<file path="config.mk">
export PLATFORM = sky130hd
export DESIGN_NAME = cbc_config_bank
export DESIGN_NICKNAME = d
export VERILOG_FILES = /design/src/hw/cbc_pkg.sv /design/src/hw/cbc_fuse_byte.sv /design/src/hw/cbc_osc_decode.sv /design/src/hw/cbc_config_bank.sv
export SDC_FILE = /design/constraint.sdc
export NUM_CORES = 1
export LEC_CHECK = 0
export BUFFER_PORTS_ARGS = -buffer_cell sky130_fd_sc_hd__buf_2
export CORE_ASPECT_RATIO = 1.25
export CORE_MARGIN = 2
export CORE_UTILIZATION = 40
export CTS_CLUSTER_DIAMETER = 120
export DETAILED_ROUTE_END_ITERATION = 7
export GPL_ROUTABILITY_DRIVEN = 0
export GPL_TIMING_DRIVEN = 0
export PLACE_DENSITY = 0.7
export SYNTH_ARGS = -nofsm -noshare
export SYNTH_HDL_FRONTEND = slang
export SYNTH_HIERARCHICAL = 1
export SYNTH_SLANG_ARGS = --single-unit
</file>
<file path="constraint.sdc">
create_clock -name sys_clk -period 2.65 [get_ports sys_clk]
set_clock_uncertainty 0.2 [all_clocks]
set_input_delay 0.265 -clock sys_clk [delete_from_list [all_inputs] [get_ports sys_clk]]
set_output_delay 0.265 -clock sys_clk [all_outputs]
set_load 0.01 [all_outputs]
</file>
<file path="src/hw/cbc_pkg.sv">
// Package of offsets, field layouts and codes for the clock and bus configuration bytes
`default_nettype none
package cbc_pkg;
   // ************************************************************
   // Register indices; each register's byte address is four times its index
   // ************************************************************
   localparam logic [21:0] CBC_CLOCK_SOURCE_ADDR  = 22'h300002;
   localparam logic [21:0] CBC_WATCHDOG_RATIO_ADDR = 22'h300003;
   localparam logic [21:0] CBC_EXTERNAL_BUS_ADDR  = 22'h300004;
   localparam logic [21:0] CBC_BASE_ADDR          = 22'h300000;

   // ************************************************************
   // Field layouts and implemented-bit masks
   // ************************************************************
   localparam int unsigned CBC_TWO_SPEED_BIT   = 7;
   localparam int unsigned CBC_FAIL_MON_BIT    = 6;
   localparam int unsigned CBC_OSC_LSB         = 0;
   localparam int unsigned CBC_WDT_LSB         = 0;
   localparam int unsigned CBC_WAIT_BIT        = 7;
   localparam int unsigned CBC_BUS_WIDTH_BIT   = 6;
   localparam int unsigned CBC_MEM_MODE_LSB    = 4;
   localparam int unsigned CBC_ADDR_SHIFT_BIT  = 3;
   localparam logic [7:0]  CBC_CLOCK_SOURCE_MASK  = 8'hc7;
   localparam logic [7:0]  CBC_WATCHDOG_RATIO_MASK = 8'h0f;
   localparam logic [7:0]  CBC_WATCHDOG_FIXED_ONES = 8'hf0;
   localparam logic [7:0]  CBC_EXTERNAL_BUS_MASK  = 8'hf8;
   localparam logic [7:0]  CBC_UNPROGRAMMED       = 8'hff;

   // ************************************************************
   // Codes
   // ************************************************************
   localparam logic [1:0] CBC_HTRANS_NONSEQ = 2'h2;
   localparam logic [2:0] CBC_HSIZE_WORD    = 3'h2;
   localparam logic [3:0] CBC_WDT_RATIO_MAX = 4'hc;
   localparam logic [3:0] CBC_WDT_EXP_W     = 4'h4;

   typedef enum logic [1:0] {
      CBC_OSC_PRIMARY_PINS_EXT_CLK,
      CBC_OSC_PRIMARY_PINS_CRYSTAL,
      CBC_OSC_INTERNAL_CLKOUT,
      CBC_OSC_INTERNAL_PORTS
   } cbc_osc_arrangement_t;
endpackage
`default_nettype wire

</file>
<file path="src/hw/cbc_fuse_byte.sv">
// One write-once configuration byte with masked unimplemented bits
`default_nettype none
module cbc_fuse_byte (
   input  wire logic       sys_clk,
   input  wire logic       reset,
   input  wire logic [7:0] impl_mask,
   input  wire logic [7:0] fixed_ones,
   input  wire logic       prog_en,
   input  wire logic [7:0] prog_data,
   output logic      [7:0] value,
   output logic            programmed
);
   import cbc_pkg::*;

   logic [7:0] bits_q;
   logic [7:0] bits_d;
   logic       done_q;
   logic       done_d;

   // Fuse contents do not survive reset; every reset reloads the blank state, as at power-on.
   // A synchronous reset stands in for power-on here.
   always_comb begin
      bits_d = bits_q;
      done_d = done_q;
      if (prog_en && !done_q) begin
         bits_d = prog_data & impl_mask;
         done_d = 1'b1;
      end
   end

   always_ff @(posedge sys_clk) begin
      if (reset) begin
         bits_q <= CBC_UNPROGRAMMED & impl_mask;
         done_q <= 1'b0;
      end else begin
         bits_q <= bits_d;
         done_q <= done_d;
      end
   end

   assign value      = (bits_q & impl_mask) | fixed_ones;
   assign programmed = done_q;
endmodule
`default_nettype wire

</file>
<file path="src/hw/cbc_osc_decode.sv">
// Decode of the oscillator choice into primary source and pin functions
`default_nettype none
module cbc_osc_decode (
   input  wire logic [2:0]                  oscillator_choice,
   output cbc_pkg::cbc_osc_arrangement_t    arrangement,
   output logic                             pll_available,
   output logic                             oscillator_pins_primary,
   output logic                             internal_oscillator_primary,
   output logic                             external_clock_input,
   output logic                             fast_crystal_osc,
   output logic                             clock_out_pin,
   output logic                             port_a_pin6,
   output logic                             port_a_pin7
);
   import cbc_pkg::*;

   always_comb begin
      arrangement                 = CBC_OSC_INTERNAL_PORTS;
      oscillator_pins_primary     = 1'b0;
      internal_oscillator_primary = 1'b0;
      external_clock_input        = 1'b0;
      fast_crystal_osc            = 1'b0;
      clock_out_pin               = 1'b0;
      port_a_pin6                 = 1'b0;
      port_a_pin7                 = 1'b0;
      // Odd codes add the software-controlled PLL
      pll_available               = oscillator_choice[0];
      unique case (oscillator_choice[2:1])
         2'h3: begin
            arrangement             = CBC_OSC_PRIMARY_PINS_EXT_CLK;
            oscillator_pins_primary = 1'b1;
            external_clock_input    = 1'b1;
            clock_out_pin           = 1'b1;
         end
         2'h2: begin
            arrangement             = CBC_OSC_PRIMARY_PINS_CRYSTAL;
            oscillator_pins_primary = 1'b1;
            fast_crystal_osc        = 1'b1;
         end
         2'h1: begin
            arrangement                 = CBC_OSC_INTERNAL_CLKOUT;
            internal_oscillator_primary = 1'b1;
            external_clock_input        = 1'b1;
            clock_out_pin               = 1'b1;
            port_a_pin7                 = 1'b1;
         end
         2'h0: begin
            arrangement                 = CBC_OSC_INTERNAL_PORTS;
            internal_oscillator_primary = 1'b1;
            fast_crystal_osc            = 1'b1;
            port_a_pin6                 = 1'b1;
            port_a_pin7                 = 1'b1;
         end
      endcase
   end
endmodule
`default_nettype wire

</file>
<file path="src/hw/cbc_config_bank.sv">
// Clock and external bus configuration bytes behind an AHB-Lite slave
//
// Notes on behaviour
// - Top clock bit enables two-speed start-up
// - Bit 6 enables fail-safe clock monitor
// - Codes 111/110: pins, external clock, clock-out
// - Codes 101/100: pins, fast crystal oscillator
// - Codes 011/010: internal oscillator, clock-out, pin7 port
// - Codes 001/000: internal oscillator, pins 6/7 ports
// - Clock byte bits 5..3 read zero
// - Bus width bit: 1=16-bit, 0=8-bit
// - Memory bus mode picks address width/disable
// - External bus byte exists on 80-pin only
// - External bus bits 2..0 read zero
`default_nettype none
module cbc_config_bank #(
   parameter bit HAS_EXTERNAL_BUS = 1'b1
) (
   input  wire logic                         sys_clk,
   input  wire logic                         reset,
   input  wire logic                         hsel,
   input  wire logic [31:0]                  haddr,
   input  wire logic [1:0]                   htrans,
   input  wire logic                         hwrite,
   input  wire logic [2:0]                   hsize,
   input  wire logic [31:0]                  hwdata,
   input  wire logic                         hready,
   output logic      [31:0]                  hrdata,
   output logic                              hreadyout,
   output logic                              hresp,
   output logic                              two_speed_startup_en,
   output logic                              clock_fail_monitor_en,
   output logic      [2:0]                   oscillator_choice,
   output cbc_pkg::cbc_osc_arrangement_t     osc_arrangement,
   output logic                              pll_available,
   output logic                              oscillator_pins_primary,
   output logic                              internal_oscillator_primary,
   output logic                              external_clock_input,
   output logic                              fast_crystal_osc,
   output logic                              clock_out_pin,
   output logic                              port_a_pin6,
   output logic                              port_a_pin7,
   output logic      [3:0]                   watchdog_ratio,
   output logic      [15:0]                  watchdog_divide,
   output logic                              bus_wait_en,
   output logic                              bus_width_choice,
   output logic      [1:0]                   memory_bus_mode,
   output logic                              address_shift_en
);
   import cbc_pkg::*;

   // ************************************************************
   // Helpers
   // ************************************************************
   // Each register index owns one aligned word; its byte address is four times the index
   function automatic logic hits(input logic [31:0] a, input logic [21:0] idx);
      hits = (a == {8'h00, idx, 2'h0});
   endfunction

   // ************************************************************
   // Bus address phase capture
   // ************************************************************
   logic        wr_pend_q, wr_pend_d;
   logic [31:0] addr_q, addr_d;
   logic [31:0] rdata_q, rdata_d;
   logic        take;
   logic        word_acc;

   logic [7:0] clk_val, wdt_val, bus_val;
   logic [7:0] ext_mask;
   logic       sel_clk, sel_wdt, sel_bus;
   logic       rsel_clk, rsel_wdt, rsel_bus;

   assign take     = hsel && hready && (htrans == CBC_HTRANS_NONSEQ);
   assign word_acc = (hsize == CBC_HSIZE_WORD);
   // 80-pin parts only; smaller parts leave the whole byte empty
   assign ext_mask = HAS_EXTERNAL_BUS ? CBC_EXTERNAL_BUS_MASK : 8'h00;

   assign sel_clk  = wr_pend_q && hready && hits(addr_q, CBC_CLOCK_SOURCE_ADDR);
   assign sel_wdt  = wr_pend_q && hready && hits(addr_q, CBC_WATCHDOG_RATIO_ADDR);
   assign sel_bus  = wr_pend_q && hready && hits(addr_q, CBC_EXTERNAL_BUS_ADDR);
   assign rsel_clk = hits(haddr, CBC_CLOCK_SOURCE_ADDR);
   assign rsel_wdt = hits(haddr, CBC_WATCHDOG_RATIO_ADDR);
   assign rsel_bus = hits(haddr, CBC_EXTERNAL_BUS_ADDR);

   always_comb begin
      wr_pend_d = 1'b0;
      addr_d    = addr_q;
      rdata_d   = rdata_q;
      if (take) begin
         // Narrow accesses are answered OKAY but never program a byte
         wr_pend_d = hwrite && word_acc;
         addr_d    = haddr;
         rdata_d   = 32'h0;
         // Read data is latched in the address phase; unmapped or narrow reads give zero
         if (!hwrite && word_acc) begin
            if (rsel_clk) begin
               rdata_d = {24'h0, clk_val};
            end else if (rsel_wdt) begin
               rdata_d = {24'h0, wdt_val};
            end else if (rsel_bus) begin
               rdata_d = {24'h0, bus_val};
            end
         end
      end
   end

   always_ff @(posedge sys_clk) begin
      if (reset) begin
         wr_pend_q <= 1'b0;
         addr_q    <= 32'h0;
         rdata_q   <= 32'h0;
      end else begin
         wr_pend_q <= wr_pend_d;
         addr_q    <= addr_d;
         rdata_q   <= rdata_d;
      end
   end

   // Zero wait states, always OKAY
   assign hreadyout = 1'b1;
   assign hresp     = 1'b0;
   assign hrdata    = rdata_q;

   // ************************************************************
   // Configuration bytes
   // ************************************************************
   cbc_fuse_byte u_clock_source (
      .sys_clk    (sys_clk),
      .reset      (reset),
      .impl_mask  (CBC_CLOCK_SOURCE_MASK),
      .fixed_ones (8'h00),
      .prog_en    (sel_clk),
      .prog_data  (hwdata[7:0]),
      .value      (clk_val),
      .programmed ()
   );

   // Upper nibble reads one whatever is written; the programmer is meant to write ones there
   cbc_fuse_byte u_watchdog_ratio (
      .sys_clk    (sys_clk),
      .reset      (reset),
      .impl_mask  (CBC_WATCHDOG_RATIO_MASK),
      .fixed_ones (CBC_WATCHDOG_FIXED_ONES),
      .prog_en    (sel_wdt),
      .prog_data  (hwdata[7:0]),
      .value      (wdt_val),
      .programmed ()
   );

   cbc_fuse_byte u_external_bus (
      .sys_clk    (sys_clk),
      .reset      (reset),
      .impl_mask  (ext_mask),
      .fixed_ones (8'h00),
      .prog_en    (sel_bus),
      .prog_data  (hwdata[7:0]),
      .value      (bus_val),
      .programmed ()
   );

   // ************************************************************
   // Settings to the consumers
   // ************************************************************
   assign two_speed_startup_en  = clk_val[CBC_TWO_SPEED_BIT];
   assign clock_fail_monitor_en = clk_val[CBC_FAIL_MON_BIT];
   assign oscillator_choice     = clk_val[CBC_OSC_LSB +: 3];

   cbc_osc_decode u_osc_decode (
      .oscillator_choice           (oscillator_choice),
      .arrangement                 (osc_arrangement),
      .pll_available               (pll_available),
      .oscillator_pins_primary     (oscillator_pins_primary),
      .internal_oscillator_primary (internal_oscillator_primary),
      .external_clock_input        (external_clock_input),
      .fast_crystal_osc            (fast_crystal_osc),
      .clock_out_pin               (clock_out_pin),
      .port_a_pin6                 (port_a_pin6),
      .port_a_pin7                 (port_a_pin7)
   );

   // Codes above the last listed one saturate at the largest ratio
   always_comb begin
      watchdog_ratio = wdt_val[CBC_WDT_LSB +: 4];
      if (watchdog_ratio > CBC_WDT_RATIO_MAX) begin
         watchdog_divide = 16'h1 << CBC_WDT_RATIO_MAX;
      end else begin
         watchdog_divide = 16'h1 << watchdog_ratio;
      end
   end

   assign bus_wait_en      = bus_val[CBC_WAIT_BIT];
   assign bus_width_choice = bus_val[CBC_BUS_WIDTH_BIT];
   assign memory_bus_mode  = bus_val[CBC_MEM_MODE_LSB +: 2];
   assign address_shift_en = bus_val[CBC_ADDR_SHIFT_BIT];
endmodule
`default_nettype wire

</file>
==> results.sh <==
export IMPL_cp_depth=5
export IMPL_postPlaceCellArea_mm2=0.00438
export IMPL_synth_edf_count=24
export IMPL_synth_flop_cell="dfxtp_1"
export IMPL_first_pass_iters=5
export IMPL_cap_viol_max_count=0
export IMPL_cp_arrival_ns=2.04
export IMPL_setup_violations_final=0
export IMPL_die_area_mm2=0.00932
export IMPL_relSlewSlack=0.610
export IMPL_r2r_setup_slack_ns=0.45
export IMPL_routedWlPerCell_um=12.7
export IMPL_r2r_end="u_external_bus/bits_q[7]"
export IMPL_grt_start_max_net_pins=14
export IMPL_rsz0062_at_grt="no"
export IMPL_setup_tns_ns=0
export IMPL_syn_instance_count=385
export IMPL_slowest_delay_ns=0.39
export IMPL_startpoint="addr_q[6]"
export IMPL_endpoint="u_external_bus/bits_q[7]"
export IMPL_yosysTopAreaCell="dfxtp_1"
export IMPL_ant_nets=0
export IMPL_cts_root_buf="clkbuf_8"
export IMPL_grt_total_usage=0.209
export IMPL_drc_errors=0
export IMPL_n_antenna_cell=0
export IMPL_path_cells="nor4_1 > nand4_1 > nor3_1 > and3b_1 > a21o_2"
export IMPL_timing_final_max_slew_violations=0
export IMPL_cts_buffer_depth=2
export IMPL_ys_types=38
export IMPL_numCtsBuffers=9
export IMPL_post_route_min_period_ns=2.20
export IMPL_worst_slew_pin_slew_ns=0.582
export IMPL_cts_tree="done"
export IMPL_ir_drop_mv=0.314
export IMPL_endpoint_kind="flip-flop"
export IMPL_drt_initial_drc_count=157
export IMPL_die_x_um=86.7
export IMPL_vias=3306
export IMPL_grt_pass1_wl_um=14700
export IMPL_ys_ff_latch=68
export IMPL_clkTransAtPathRegs_ns=0.08
export IMPL_nets=694
export IMPL_yosysSeqAreaShare=0.468
export IMPL_start_util=0.413
export IMPL_grt_pass1_vias=3220
export IMPL_startpoint_type="flip-flop"
export IMPL_final_cell_mix="101 x conb_1, 97 x buf_2, 82 x nand2_1"
export IMPL_ys_warn_count=6
export IMPL_cp_num_buf_inv=0
export IMPL_status="completed"
export IMPL_avgSynthCellArea_um2=8.89
export IMPL_io_pins=148
export IMPL_final_common_cell="conb_1"
export IMPL_timing_hold_violations_final=0
export IMPL_clock_sinks=68
export IMPL_antenna_found_initial=0
export IMPL_rows=37
export IMPL_die_h_um=107
export IMPL_holdPathStages=2
export IMPL_stdcell_count=722
export IMPL_final_area_mm2=0.00492
export IMPL_clk_latency_ns=0.36
export IMPL_leakage_nw=2.28
export IMPL_io_buffers=93
export IMPL_async_reset_ff_frac=0
export IMPL_drive_gt1_frac=0.256
export IMPL_gr_total_overflow=0
export IMPL_place_inst=674
export IMPL_htreeDepth=3
export IMPL_worstPathRequired_ns=2.49
export IMPL_synth_area_leaders="dfxtp_1 26%, edfxtp_1 21%, nand2_1 9.0%"
export IMPL_design_power_total_mw=2.44
export IMPL_clock_fmax_ghz=0.454
export IMPL_coreArea_mm2=0.00829
export IMPL_r2r_worst_path_cells=5
export IMPL_cp_max_fo=8
export IMPL_critical_path_slowest_cell="nor4_1"
export IMPL_critical_path_class="reg -> reg"
export IMPL_dpl_hpwl_um=6680
export IMPL_synth_top_area_share=0.257
export IMPL_hold_path_class="in -> reg"
export IMPL_area_growth_pct=43.7
export IMPL_drt_wl_total_um=9170
export IMPL_fin_crit_sh=0.830
export IMPL_timing_rr_start="addr_q[6]"
export IMPL_postCtsSetupRepairBufs=0
export IMPL_critical_path_top_delay_family="simple AND/OR/NAND/NOR gates"
export IMPL_avgViaCountPerCell=4.58
export IMPL_netlist_area_mm2=0.00342
export IMPL_powerDensity_mw_per_mm2=496
[cells in the mapped netlist (all sizes together) (9+ instances only)]
library cell   n
a21oi         32
nor2          24
nor3b          9
clkbuf        11
a21o          27
buf           42
dfxtp         44
o21a          24
nand2         82
edfxtp        24
[layout make-up]
class | count | area, µm²
Sequential cell | 68 | 1600
Fill cell | 751 | 3370
Multi-Input combinational cell | 357 | 1820
Timing Repair Buffer | 125 | 786
Clock buffer | 10 | 149
Buffer | 53 | 354
Inverter | 6 | 22.5
Tap cell | 97 | 121
Clock inverter | 6 | 67.6
[worst min path at each step]
stage / endpoint / slack, ns / startpoint
2_1_floorplan: wr_pend_q / 0.19 / hwrite
3_3_place_gp: hrdata[6] / 0.24 / hrdata[6]
3_5_place_dp: addr_q[23] / 0.25 / addr_q[23]
4_1_cts: u_external_bus/bits_q[3] / 0.02 / hwdata[3]
5_1_grt: u_external_bus/bits_q[3] / 0.03 / hwdata[3]
6_report: u_watchdog_ratio/bits_q[3] / 0.03 / hwdata[3]
[per-stage QoR]
step           setup WS, ns  hold slack [ns]   util
2_1_floorplan         0.862            0.187      -
3_3_place_gp          0.523            0.238  0.529
3_5_place_dp          0.477            0.245  0.529
4_1_cts               0.474           0.0202  0.594
5_1_grt               0.321           0.0281  0.594
6_report              0.450           0.0313  0.594
[cells by family (layout without fill, tap and decap cells)]
family / count (synthesis) / in the layout / share of synthesized area
AO/OA/AOI/OAI: 99 / 99 / 0.189
AND/OR/NAND/NOR: 157 / 157 / 0.231
other: 2 / 101 / 0.00219
flip-flops: 68 / 68 / 0.468
buffers and inverters: 59 / 200 / 0.110
[flip-flops by register name, indices dropped and copies added, names as in the netlist]
signal                       count
u_clock_source/bits_q            8
u_external_bus/bits_q            8
u_external_bus/programmed        1
u_clock_source/programmed        1
addr_q                          32
u_watchdog_ratio/bits_q          8
hrdata                           8
u_watchdog_ratio/programmed      1
wr_pend_q                        1
[repair_timing]
item / in CTS / in global routing
hold endpoints to repair: 34 / 0
gates resized for setup: 0 / 0
hold buffers: 32 / 0
[power breakdown]
group	switching [mW]	internal [mW]	leakage, nW
logic	0.205	0.185	1.58
clock network	0.415	0.496	0.112
registers	0.0141	1.13	0.589
total	0.634	1.81	2.28
[layer usage]
layer | up-vias | track usage | wire length [µm] | share of wire
met5 | - | 0 | 0 | 0
met4 | 0 | 0.118 | 303 | 0.033
met3 | 22 | 0.0483 | 481 | 0.052
met2 | 119 | 0.388 | 4940 | 0.54
met1 | 1489 | 0.210 | 3440 | 0.38
li1 | 1676 | - | - | -
(Power assumes the default switching activity.)
